$ cat src/design/bal_params.svh
`ifndef BAL_PARAMS_SVH
`define BAL_PARAMS_SVH

// status vector bit positions
`define BAL_FLAG_C 0
`define BAL_FLAG_Z 1
`define BAL_FLAG_N 2
`define BAL_FLAG_V 3
`define BAL_FLAG_S 4
`define BAL_FLAG_H 5

// which status bits each group of operations updates
`define BAL_UPD_ARITH 8'h2F
`define BAL_UPD_LOGIC 8'h0E
`define BAL_UPD_ONES 8'h0F
`define BAL_UPD_WORD 8'h1F
`define BAL_UPD_MUL 8'h03

// reset values and constants
`define BAL_FLAGS_RST 8'h00
`define BAL_BYTE_ONES 8'hFF

// cycles per operation, counted from the accepting edge
`define BAL_CYC_BYTE 1
`define BAL_CYC_WORD 2

`endif

$ cat src/design/bal_pkg.sv
package bal_pkg;

	// operations delivered by the instruction decoder
	typedef enum logic [4:0] {
		OP_ADD,
		OP_ADD_CARRY,
		OP_SUB,
		OP_MINUS_IMMEDIATE,
		OP_MINUS_REGS_BORROW,
		OP_MINUS_IMM_BORROW,
		OP_PAIR_PLUS_IMM,
		OP_PAIR_MINUS_IMM,
		OP_AND,
		OP_CONJ_IMMEDIATE,
		OP_OR,
		OP_DISJ_IMMEDIATE,
		OP_EXCLUSIVE_DISJ,
		OP_ONES_INVERT,
		OP_TWOS_INVERT_PLUS_ONE,
		OP_SET_BITS_MASK,
		OP_CLEAR_BITS_MASK,
		OP_MUL,
		OP_MUL_SIGNED,
		OP_MIXED_SIGN_PRODUCT
	} bal_op_t;

	typedef enum logic [1:0] {
		ST_IDLE,
		ST_PAIR_HI,
		ST_MUL_OUT
	} bal_state_t;

endpackage

$ cat src/design/bal_core.sv
`timescale 1ns/1ps
`include "bal_params.svh"

// Behaviour
// - add, add with carry; five flags, one cycle
// - subtract register or constant; five flags, one cycle
// - subtract with borrow, register or constant
// - pair plus constant; Z C N V S, two cycles
// - pair minus constant; Z C N V S, two cycles
// - AND with register or constant; Z N V
// - OR, OR constant, XOR; Z N V, one cycle
// - ones invert sets C; twos invert adds H
// - set bits by mask, Z N V only
// - clear bits by inverted mask, Z N V
// - three multiplies into R1:R0, Z C, two cycles
module bal_core import bal_pkg::*; #(
	parameter int PAIR_IMM_W = 6
) (
	input wire logic clk,
	input wire logic srst,
	input wire logic start,
	input wire bal_op_t op,
	input wire logic [7:0] opd_a,
	input wire logic [7:0] opd_hi,
	input wire logic [7:0] opd_b,
	input wire logic [7:0] imm,
	input wire logic carry_in,
	output logic busy_reg,
	output logic done_reg,
	output logic wr_lo_reg,
	output logic wr_hi_reg,
	output logic to_r1r0_reg,
	output logic [7:0] res_lo_reg,
	output logic [7:0] res_hi_reg,
	output logic [7:0] flags_reg,
	output logic [7:0] flag_upd_reg
);
	// the pair constant field cannot be wider than the byte path that adds it
	if (PAIR_IMM_W < 1 || PAIR_IMM_W > 8) begin : g_bad_imm_w
		$error("PAIR_IMM_W must lie in 1..8");
	end

	// status vector from result and arithmetic flags; S is always N^V
	function automatic logic [7:0] pack_flags(input logic [7:0] r, input logic z,
		input logic c, input logic v, input logic h);
		logic [7:0] f;
		f = `BAL_FLAGS_RST;
		f[`BAL_FLAG_C] = c;
		f[`BAL_FLAG_Z] = z;
		f[`BAL_FLAG_N] = r[7];
		f[`BAL_FLAG_V] = v;
		f[`BAL_FLAG_S] = r[7] ^ v;
		f[`BAL_FLAG_H] = h;
		return f;
	endfunction

	bal_state_t state_reg, state_next;
	logic pair_sub_reg, pair_c_reg, pair_z_reg;
	logic [7:0] pair_lo_reg, pair_hi_reg;
	logic [15:0] prod_reg;

	logic accept;
	assign accept = start && state_reg == ST_IDLE;

	// operation classes
	logic is_pair, is_mul, is_arith, is_sub, use_imm, use_cin, is_twos;
	assign is_pair = op == OP_PAIR_PLUS_IMM || op == OP_PAIR_MINUS_IMM;
	assign is_mul = op == OP_MUL || op == OP_MUL_SIGNED || op == OP_MIXED_SIGN_PRODUCT;
	assign is_twos = op == OP_TWOS_INVERT_PLUS_ONE;
	assign is_sub = op == OP_SUB || op == OP_MINUS_IMMEDIATE || op == OP_MINUS_REGS_BORROW
		|| op == OP_MINUS_IMM_BORROW || op == OP_PAIR_MINUS_IMM || is_twos;
	assign is_arith = is_sub || op == OP_ADD || op == OP_ADD_CARRY || is_pair;
	assign use_imm = op == OP_MINUS_IMMEDIATE || op == OP_MINUS_IMM_BORROW;
	assign use_cin = op == OP_ADD_CARRY || op == OP_MINUS_REGS_BORROW
		|| op == OP_MINUS_IMM_BORROW;

	// pair constant is limited to its field width
	logic [7:0] pair_k;
	assign pair_k = imm & 8'((9'h001 << PAIR_IMM_W) - 9'h001);

	// one shared adder: the low byte of every arithmetic operation, the high pair byte next cycle
	logic [7:0] add_a, add_b, add_sum;
	logic add_cin, add_sub, add_c, add_h, add_v;
	assign add_a = (state_reg == ST_PAIR_HI) ? pair_hi_reg : (is_twos ? 8'h00 : opd_a);
	assign add_b = (state_reg == ST_PAIR_HI) ? 8'h00
		: is_twos ? opd_a : is_pair ? pair_k : use_imm ? imm : opd_b;
	assign add_cin = (state_reg == ST_PAIR_HI) ? pair_c_reg : (use_cin & carry_in);
	assign add_sub = (state_reg == ST_PAIR_HI) ? pair_sub_reg : is_sub;

	bal_addsub8 u_addsub (
		.a(add_a),
		.b(add_b),
		.cin(add_cin),
		.sub(add_sub),
		.sum(add_sum),
		.cout(add_c),
		.hout(add_h),
		.vout(add_v)
	);

	// bitwise results; mask forms reuse the same gates with the constant
	logic [7:0] logic_res;
	assign logic_res = (op == OP_AND) ? (opd_a & opd_b)
		: (op == OP_CONJ_IMMEDIATE) ? (opd_a & imm)
		: (op == OP_OR) ? (opd_a | opd_b)
		: (op == OP_DISJ_IMMEDIATE) ? (opd_a | imm)
		: (op == OP_EXCLUSIVE_DISJ) ? (opd_a ^ opd_b)
		: (op == OP_SET_BITS_MASK) ? (opd_a | imm)
		: (op == OP_CLEAR_BITS_MASK) ? (opd_a & (`BAL_BYTE_ONES - imm))
		: (`BAL_BYTE_ONES - opd_a);

	// byte result, flags and update mask for single cycle operations
	logic [7:0] byte_res, byte_flags, byte_upd;
	assign byte_res = is_arith ? add_sum : logic_res;
	assign byte_flags = is_arith ? pack_flags(add_sum, add_sum == 8'h00, add_c, add_v, add_h)
		: pack_flags(logic_res, logic_res == 8'h00, op == OP_ONES_INVERT, 1'b0, 1'b0);
	assign byte_upd = is_arith ? `BAL_UPD_ARITH
		: (op == OP_ONES_INVERT) ? `BAL_UPD_ONES : `BAL_UPD_LOGIC;

	// product; operands widened to 9 bits so one signed multiplier serves all three
	logic [8:0] mul_a, mul_b;
	logic [17:0] mul_full;
	assign mul_a = {(op != OP_MUL) & opd_a[7], opd_a};
	assign mul_b = {(op == OP_MUL_SIGNED) & opd_b[7], opd_b};
	// operands sign-extended to the full width so the product is never cut short
	assign mul_full = $signed({{9{mul_a[8]}}, mul_a}) * $signed({{9{mul_b[8]}}, mul_b});

	// pair completion values: 16-bit zero from both halves, sign from high byte
	logic [7:0] pair_flags;
	assign pair_flags = pack_flags(add_sum, pair_z_reg && add_sum == 8'h00, add_c, add_v, 1'b0);

	// sequencing: byte ops finish at once, pair and multiply spend a second cycle
	always_comb begin
		state_next = state_reg;
		case (state_reg)
			ST_IDLE: begin
				if (accept && is_pair) begin
					state_next = ST_PAIR_HI;
				end else if (accept && is_mul) begin
					state_next = ST_MUL_OUT;
				end
			end
			ST_PAIR_HI: state_next = ST_IDLE;
			ST_MUL_OUT: state_next = ST_IDLE;
			default: state_next = ST_IDLE;
		endcase
	end

	always_ff @(posedge clk) begin
		if (srst) begin
			state_reg <= ST_IDLE;
		end else begin
			state_reg <= state_next;
		end
	end

	// hold the low half of a pair operation and the product between cycles
	always_ff @(posedge clk) begin
		if (accept) begin
			pair_sub_reg <= op == OP_PAIR_MINUS_IMM;
			pair_c_reg <= add_c;
			pair_z_reg <= add_sum == 8'h00;
			pair_lo_reg <= add_sum;
			pair_hi_reg <= opd_hi;
			prod_reg <= mul_full[15:0];
		end
	end

	// outputs; the write strobes and done are one cycle pulses
	always_ff @(posedge clk) begin
		if (srst) begin
			busy_reg <= 1'b0;
			done_reg <= 1'b0;
			wr_lo_reg <= 1'b0;
			wr_hi_reg <= 1'b0;
			to_r1r0_reg <= 1'b0;
			res_lo_reg <= 8'h00;
			res_hi_reg <= 8'h00;
			flags_reg <= `BAL_FLAGS_RST;
			flag_upd_reg <= 8'h00;
		end else begin
			busy_reg <= state_next != ST_IDLE;
			done_reg <= (accept && !is_pair && !is_mul) || state_reg != ST_IDLE;
			wr_lo_reg <= (accept && !is_pair && !is_mul) || state_reg != ST_IDLE;
			wr_hi_reg <= state_reg != ST_IDLE;
			to_r1r0_reg <= state_reg == ST_MUL_OUT;
			if (state_reg == ST_PAIR_HI) begin
				res_lo_reg <= pair_lo_reg;
				res_hi_reg <= add_sum;
				flags_reg <= pair_flags;
				flag_upd_reg <= `BAL_UPD_WORD;
			end else if (state_reg == ST_MUL_OUT) begin
				res_lo_reg <= prod_reg[7:0];
				res_hi_reg <= prod_reg[15:8];
				flags_reg <= pack_flags(8'h00, prod_reg == 16'h0000, prod_reg[15], 1'b0, 1'b0);
				flag_upd_reg <= `BAL_UPD_MUL;
			end else if (accept && !is_pair && !is_mul) begin
				res_lo_reg <= byte_res;
				res_hi_reg <= 8'h00;
				flags_reg <= byte_flags;
				flag_upd_reg <= byte_upd;
			end else begin
				flag_upd_reg <= 8'h00;
			end
		end
	end
endmodule

$ cat src/design/bal_addsub8.sv
`timescale 1ns/1ps
// byte adder / subtractor with carry, half-carry and overflow
module bal_addsub8 (
	input wire logic [7:0] a,
	input wire logic [7:0] b,
	input wire logic cin,
	input wire logic sub,
	output logic [7:0] sum,
	output logic cout,
	output logic hout,
	output logic vout
);
	logic [8:0] full;
	logic [4:0] nib;

	// on subtraction the carry outputs mean borrow
	assign full = sub ? ({1'b0, a} - {1'b0, b} - {8'h00, cin})
		: ({1'b0, a} + {1'b0, b} + {8'h00, cin});
	assign nib = sub ? ({1'b0, a[3:0]} - {1'b0, b[3:0]} - {4'h0, cin})
		: ({1'b0, a[3:0]} + {1'b0, b[3:0]} + {4'h0, cin});
	assign sum = full[7:0];
	assign cout = full[8];
	assign hout = nib[4];
	// overflow: operand signs agree (add) or differ (sub) and result sign flips
	assign vout = sub ? ((a[7] & ~b[7] & ~full[7]) | (~a[7] & b[7] & full[7]))
		: ((a[7] & b[7] & ~full[7]) | (~a[7] & ~b[7] & full[7]));
endmodule

$ cat config.mk
export PLATFORM = sky130hd
export DESIGN_NAME = bal_core
export DESIGN_NICKNAME = d
export VERILOG_FILES = /design/src/design/bal_pkg.sv /design/src/design/bal_core.sv /design/src/design/bal_addsub8.sv
export VERILOG_INCLUDE_DIRS = /design/src /design/src/design
export SDC_FILE = /design/constraint.sdc
export NUM_CORES = 1
export LEC_CHECK = 0
export BUFFER_PORTS_ARGS = -buffer_cell sky130_fd_sc_hd__clkbuf_2
export CORE_ASPECT_RATIO = 1.2
export CORE_MARGIN = 1.5
export CORE_UTILIZATION = 48
export CTS_BUF_LIST = sky130_fd_sc_hd__clkbuf_4
export DETAILED_ROUTE_END_ITERATION = 10
export PLACE_DENSITY = 0.7
export SLEW_MARGIN = 20
export SYNTH_ARGS = -nofsm -noshare
export SYNTH_HDL_FRONTEND = slang
export SYNTH_SLANG_ARGS = --single-unit
$ cat constraint.sdc
create_clock -name clk -period 13.86 [get_ports clk]
set_clock_uncertainty 0.05 [all_clocks]
set_input_delay 2.079 -clock clk [delete_from_list [all_inputs] [get_ports clk]]
set_output_delay 2.079 -clock clk [all_outputs]
set_load 0.02 [all_outputs]
==> impl_summary.md <==
Timing
At the pin with the least slew margin, the transition time is 1.06 ns. The minimum clock period is 7.47 ns. The worst pin sits at a relative slew slack of 28.5%. For this run, the top clock speed supported by timing is 0.134 GHz. Setup repair after global routing left no endpoint under its margin.

The final max-slew violation count is 0. The final count of negative-setup-slack endpoints is 0. The final-layout worst hold slack is 0.414 ns.

The post-route worst setup slack is around 6.4 ns. The final setup TNS is 0 ns. The hold violation total from the final report is 0.

After layout, the worst path uses 53.9% of the clock period.

Drt
The detailed-route wire length per cell is 17.9 um. The first routing iteration left 570 violations. The mean number of vias per cell is approximately 5.7. The first TritonRoute pass finished after 5 iterations. The total via count after detailed routing is about 6.8k. The DRC violations left is 0. Wires add up to 21200 um. In this run the remaining antenna-violating nets after routing total 0.

Final layout
The ratio of cells with drive above 1 in the final layout is approximately 12%. The number of diodes added for antenna fixing is 0. The net count of the finished layout is 1149. The leading cell type in the layout, fill and taps excluded is sky130_fd_sc_hd__inv_1. The layout has ~1.6k filler cells. The register with the most flip-flops in the layout has 16 of them. For this run, the share of the core covered by cells in the final layout is 52.3%. In the layout the commonest cells are sky130_fd_sc_hd__inv_1, sky130_fd_sc_hd__nor2_1, sky130_fd_sc_hd__nand2_1, sky130_fd_sc_hd__clkbuf_2, sky130_fd_sc_hd__ha_1. The layout-stage area growth over the synthesis result is 7.49%.

GRT
Global routing used 25.7% of the available tracks across all layers. The global routing met1 resource utilization is 30.1%. The wire length of the first global-routing pass is 34400 um.

The routing usage on met2 is between 40% and 50%. The initial antenna violation count was 0. The layer with the highest usage is met2.

Entering global routing, the biggest net connects 54 pins. The total overflow left after global routing is 0. The number of global-route vias before repair is 6714.

The global routing met3 resource utilization is 3.99%.

Place
The port buffer count is 73. At the placement stage, the worst setup path has a slack of 5.96 ns. The HPWL after detailed placement is 16700 um.

At the end of routability-driven placement, the weighted congestion stood at roughly 0.95.

Yosys
The synthesized netlist occupies a cell area of 0.00785 sq mm. The synthesized design contains 68 register bits. Among all flip-flop cells after synthesis, the most frequent one is sky130_fd_sc_hd__edfxtp_1. The share of synthesized area occupied by flip-flops and latches is 21.8%. For this run, the number of Yosys warnings is 0. The synthesized instance count is 925. A synthesized cell averages 8.49 sq um. The count of different cell masters after synthesis is 78.

In the synthesized netlist the async set-or-reset flop fraction comes to 0%. In this run, synthesis inferred 35 flip-flops with an integrated enable.

Pwr
The total power divided by cell area is between 100 and 150 mW/mm^2. The maximum ir drop on the vdd rail is about 0.11 mV. Total power for the finished layout comes to between 1000 and 1500 uW. The static leakage is 0.00399 uW.

Worst setup path
STA classifies the critical path endpoint as a flip-flop. Of all nets on the critical path, the largest fanout is 27. The reg2reg setup slack is roughly 9.3 ns. The category of the most critical setup path is in2reg. The required arrival time at the worst endpoint is approximately 14 ns.

The worst setup path is launched from an input pin. For the worst flop-to-flop path, the logic depth is 17. Data on the critical path arrives at its endpoint at 7.59 ns.

Clock network
The clock-pin slew of the registers on the worst-case setup and hold paths is 0.13 ns. The deepest level of the CTS H-tree is 3. Clock tree synthesis inserted a total of 9 buffers.

Post-CTS timing repair inserted 0 buffers for setup. Once the clock tree was built, the resizer swapped 0 gates to a different size. The cell sitting at the root of the clock tree is a sky130_fd_sc_hd__clkbuf_4.

The clock passes through at most 2 buffers. The number of hold buffers added after CTS is 0. The clock insertion delay at the later pin of the skew report is 0.44 ns. TritonCTS built the clock tree. For this design, the sink count on the clock tree is between 60 and 70.

Floorplanning
The die covers roughly 0.017 sq mm. The floorplan step set the die width to roughly 120 um. The chip height is 143 um. Row generation in the floorplan step produced 51 rows.

The standard cell core area is between 0.015 and 0.02 sq mm. The starting utilization of the core area is 48.6%. The count of pins on the block boundary is 78.

Min path
The worst hold path class is reg2reg. Along the worst hold path, the cell count comes to 2.

Outcome
The run finished with clean final reports.

Flow run
Across the run, the number of max-cap violations was 0.
-- logic make-up (layout without fill, tap and decap cells) --
family          Yosys count  after routing  synth area share [%]
compound gates          179            179                  16.1
mux                      22             22                  2.88
xor+xnor                 29             29                  3.23
simple gates            290            290                  17.4
other cells               1              4                0.0478
fa+ha+maj               140            140                  28.7
flops                    68             68                  21.8
buf+inv                 196            241                  9.86
-- per-layer routing --
metal  up-vias  part of all wire, %
met5         -                    0
met4         0                  4.1
met3        58                  6.1
met2       295                   50
met1      3259                   39
li1       3191                    -
-- critical path, stage by stage --
cell and delay, ns:
sky130_fd_sc_hd__clkbuf_2 0.32, sky130_fd_sc_hd__or3b_1 0.51, sky130_fd_sc_hd__o31a_1 0.40, sky130_fd_sc_hd__nand2_1 0.22, sky130_fd_sc_hd__fa_1 0.46, sky130_fd_sc_hd__fa_1 0.51, sky130_fd_sc_hd__inv_1 0.05, sky130_fd_sc_hd__fa_1 0.49
sky130_fd_sc_hd__fa_1 0.49, sky130_fd_sc_hd__inv_1 0.05, sky130_fd_sc_hd__fa_1 0.51, sky130_fd_sc_hd__inv_1 0.05, sky130_fd_sc_hd__ha_1 0.32, sky130_fd_sc_hd__a21oi_1 0.21, sky130_fd_sc_hd__o21bai_1 0.08, sky130_fd_sc_hd__a21oi_1 0.21
sky130_fd_sc_hd__o21ai_0 0.17, sky130_fd_sc_hd__a21o_1 0.20, sky130_fd_sc_hd__a21oi_1 0.16, sky130_fd_sc_hd__xnor2_1 0.09
-- cells in the mapped netlist, types with 4 or more instances --
cell                       number  share of area, %
sky130_fd_sc_hd__a211oi_1      29               2.8
sky130_fd_sc_hd__a21o_1         7              0.67
sky130_fd_sc_hd__a21oi_1       42               2.7
sky130_fd_sc_hd__a221o_1        6              0.76
sky130_fd_sc_hd__a221oi_1       7              0.78
sky130_fd_sc_hd__a32o_1         5              0.64
sky130_fd_sc_hd__and2_1         7              0.56
sky130_fd_sc_hd__and3_1         4              0.32
sky130_fd_sc_hd__buf_1          6              0.29
sky130_fd_sc_hd__buf_2          7              0.45
sky130_fd_sc_hd__buf_4          8              0.76
sky130_fd_sc_hd__clkbuf_1      26               1.2
sky130_fd_sc_hd__dfxtp_1       33               8.4
sky130_fd_sc_hd__edfxtp_1      35                13
sky130_fd_sc_hd__fa_1          67                17
sky130_fd_sc_hd__ha_1          73                12
sky130_fd_sc_hd__inv_1        147               7.0
sky130_fd_sc_hd__mux2_2         5              0.72
sky130_fd_sc_hd__mux2i_1       17               2.2
sky130_fd_sc_hd__nand2_1       81               3.9
sky130_fd_sc_hd__nand2b_1       9              0.72
sky130_fd_sc_hd__nand3_1        9              0.57
sky130_fd_sc_hd__nand4_1        5              0.40
sky130_fd_sc_hd__nor2_1       109               5.2
sky130_fd_sc_hd__nor2b_1        8              0.64
sky130_fd_sc_hd__nor3_1        15              0.96
sky130_fd_sc_hd__nor4_1        11              0.88
sky130_fd_sc_hd__o21a_1         8              0.76
sky130_fd_sc_hd__o21ai_0       26               1.7
sky130_fd_sc_hd__o221ai_1       4              0.45
sky130_fd_sc_hd__o22ai_1        5              0.40
sky130_fd_sc_hd__or2_2          6              0.48
sky130_fd_sc_hd__or3_1          5              0.40
sky130_fd_sc_hd__xnor2_1       23               2.6
sky130_fd_sc_hd__xor2_1         6              0.67
-- report_power, final --
group / internal, uW / switching [uW]
Sequential: 273 / 21.7
Combinational: 249 / 342
Clock: 57.4 / 83.6
-- path summary, 6_finish.rpt --
check                startpoint            end
setup / recovery          op[2]   prod_reg[15]
hold reg to reg   res_hi_reg[7]  res_hi_reg[7]
setup reg to reg   state_reg[1]   flags_reg[1]
hold / removal    res_hi_reg[7]  res_hi_reg[7]
-- per-stage QoR --
step | area, sq um | std cells
floorplan | 7860 | 928
global placement | 8300 | 1169
detailed placement | 8300 | 1169
CTS | 8440 | 1185
global route | 8440 | 1185
finish | 8440 | 1185
-- final cells by class --
class,count,area [sq um],area share [%]
Multi-Input combinational cell,664,5380,63.7
Sequential cell,68,1710,20.3
Inverter,149,559,6.63
Timing Repair Buffer,76,388,4.60
Tap cell,212,265,3.14
Clock buffer,10,75.1,0.889
Clock inverter,6,61.3,0.726
(Power assumes the default switching activity.)
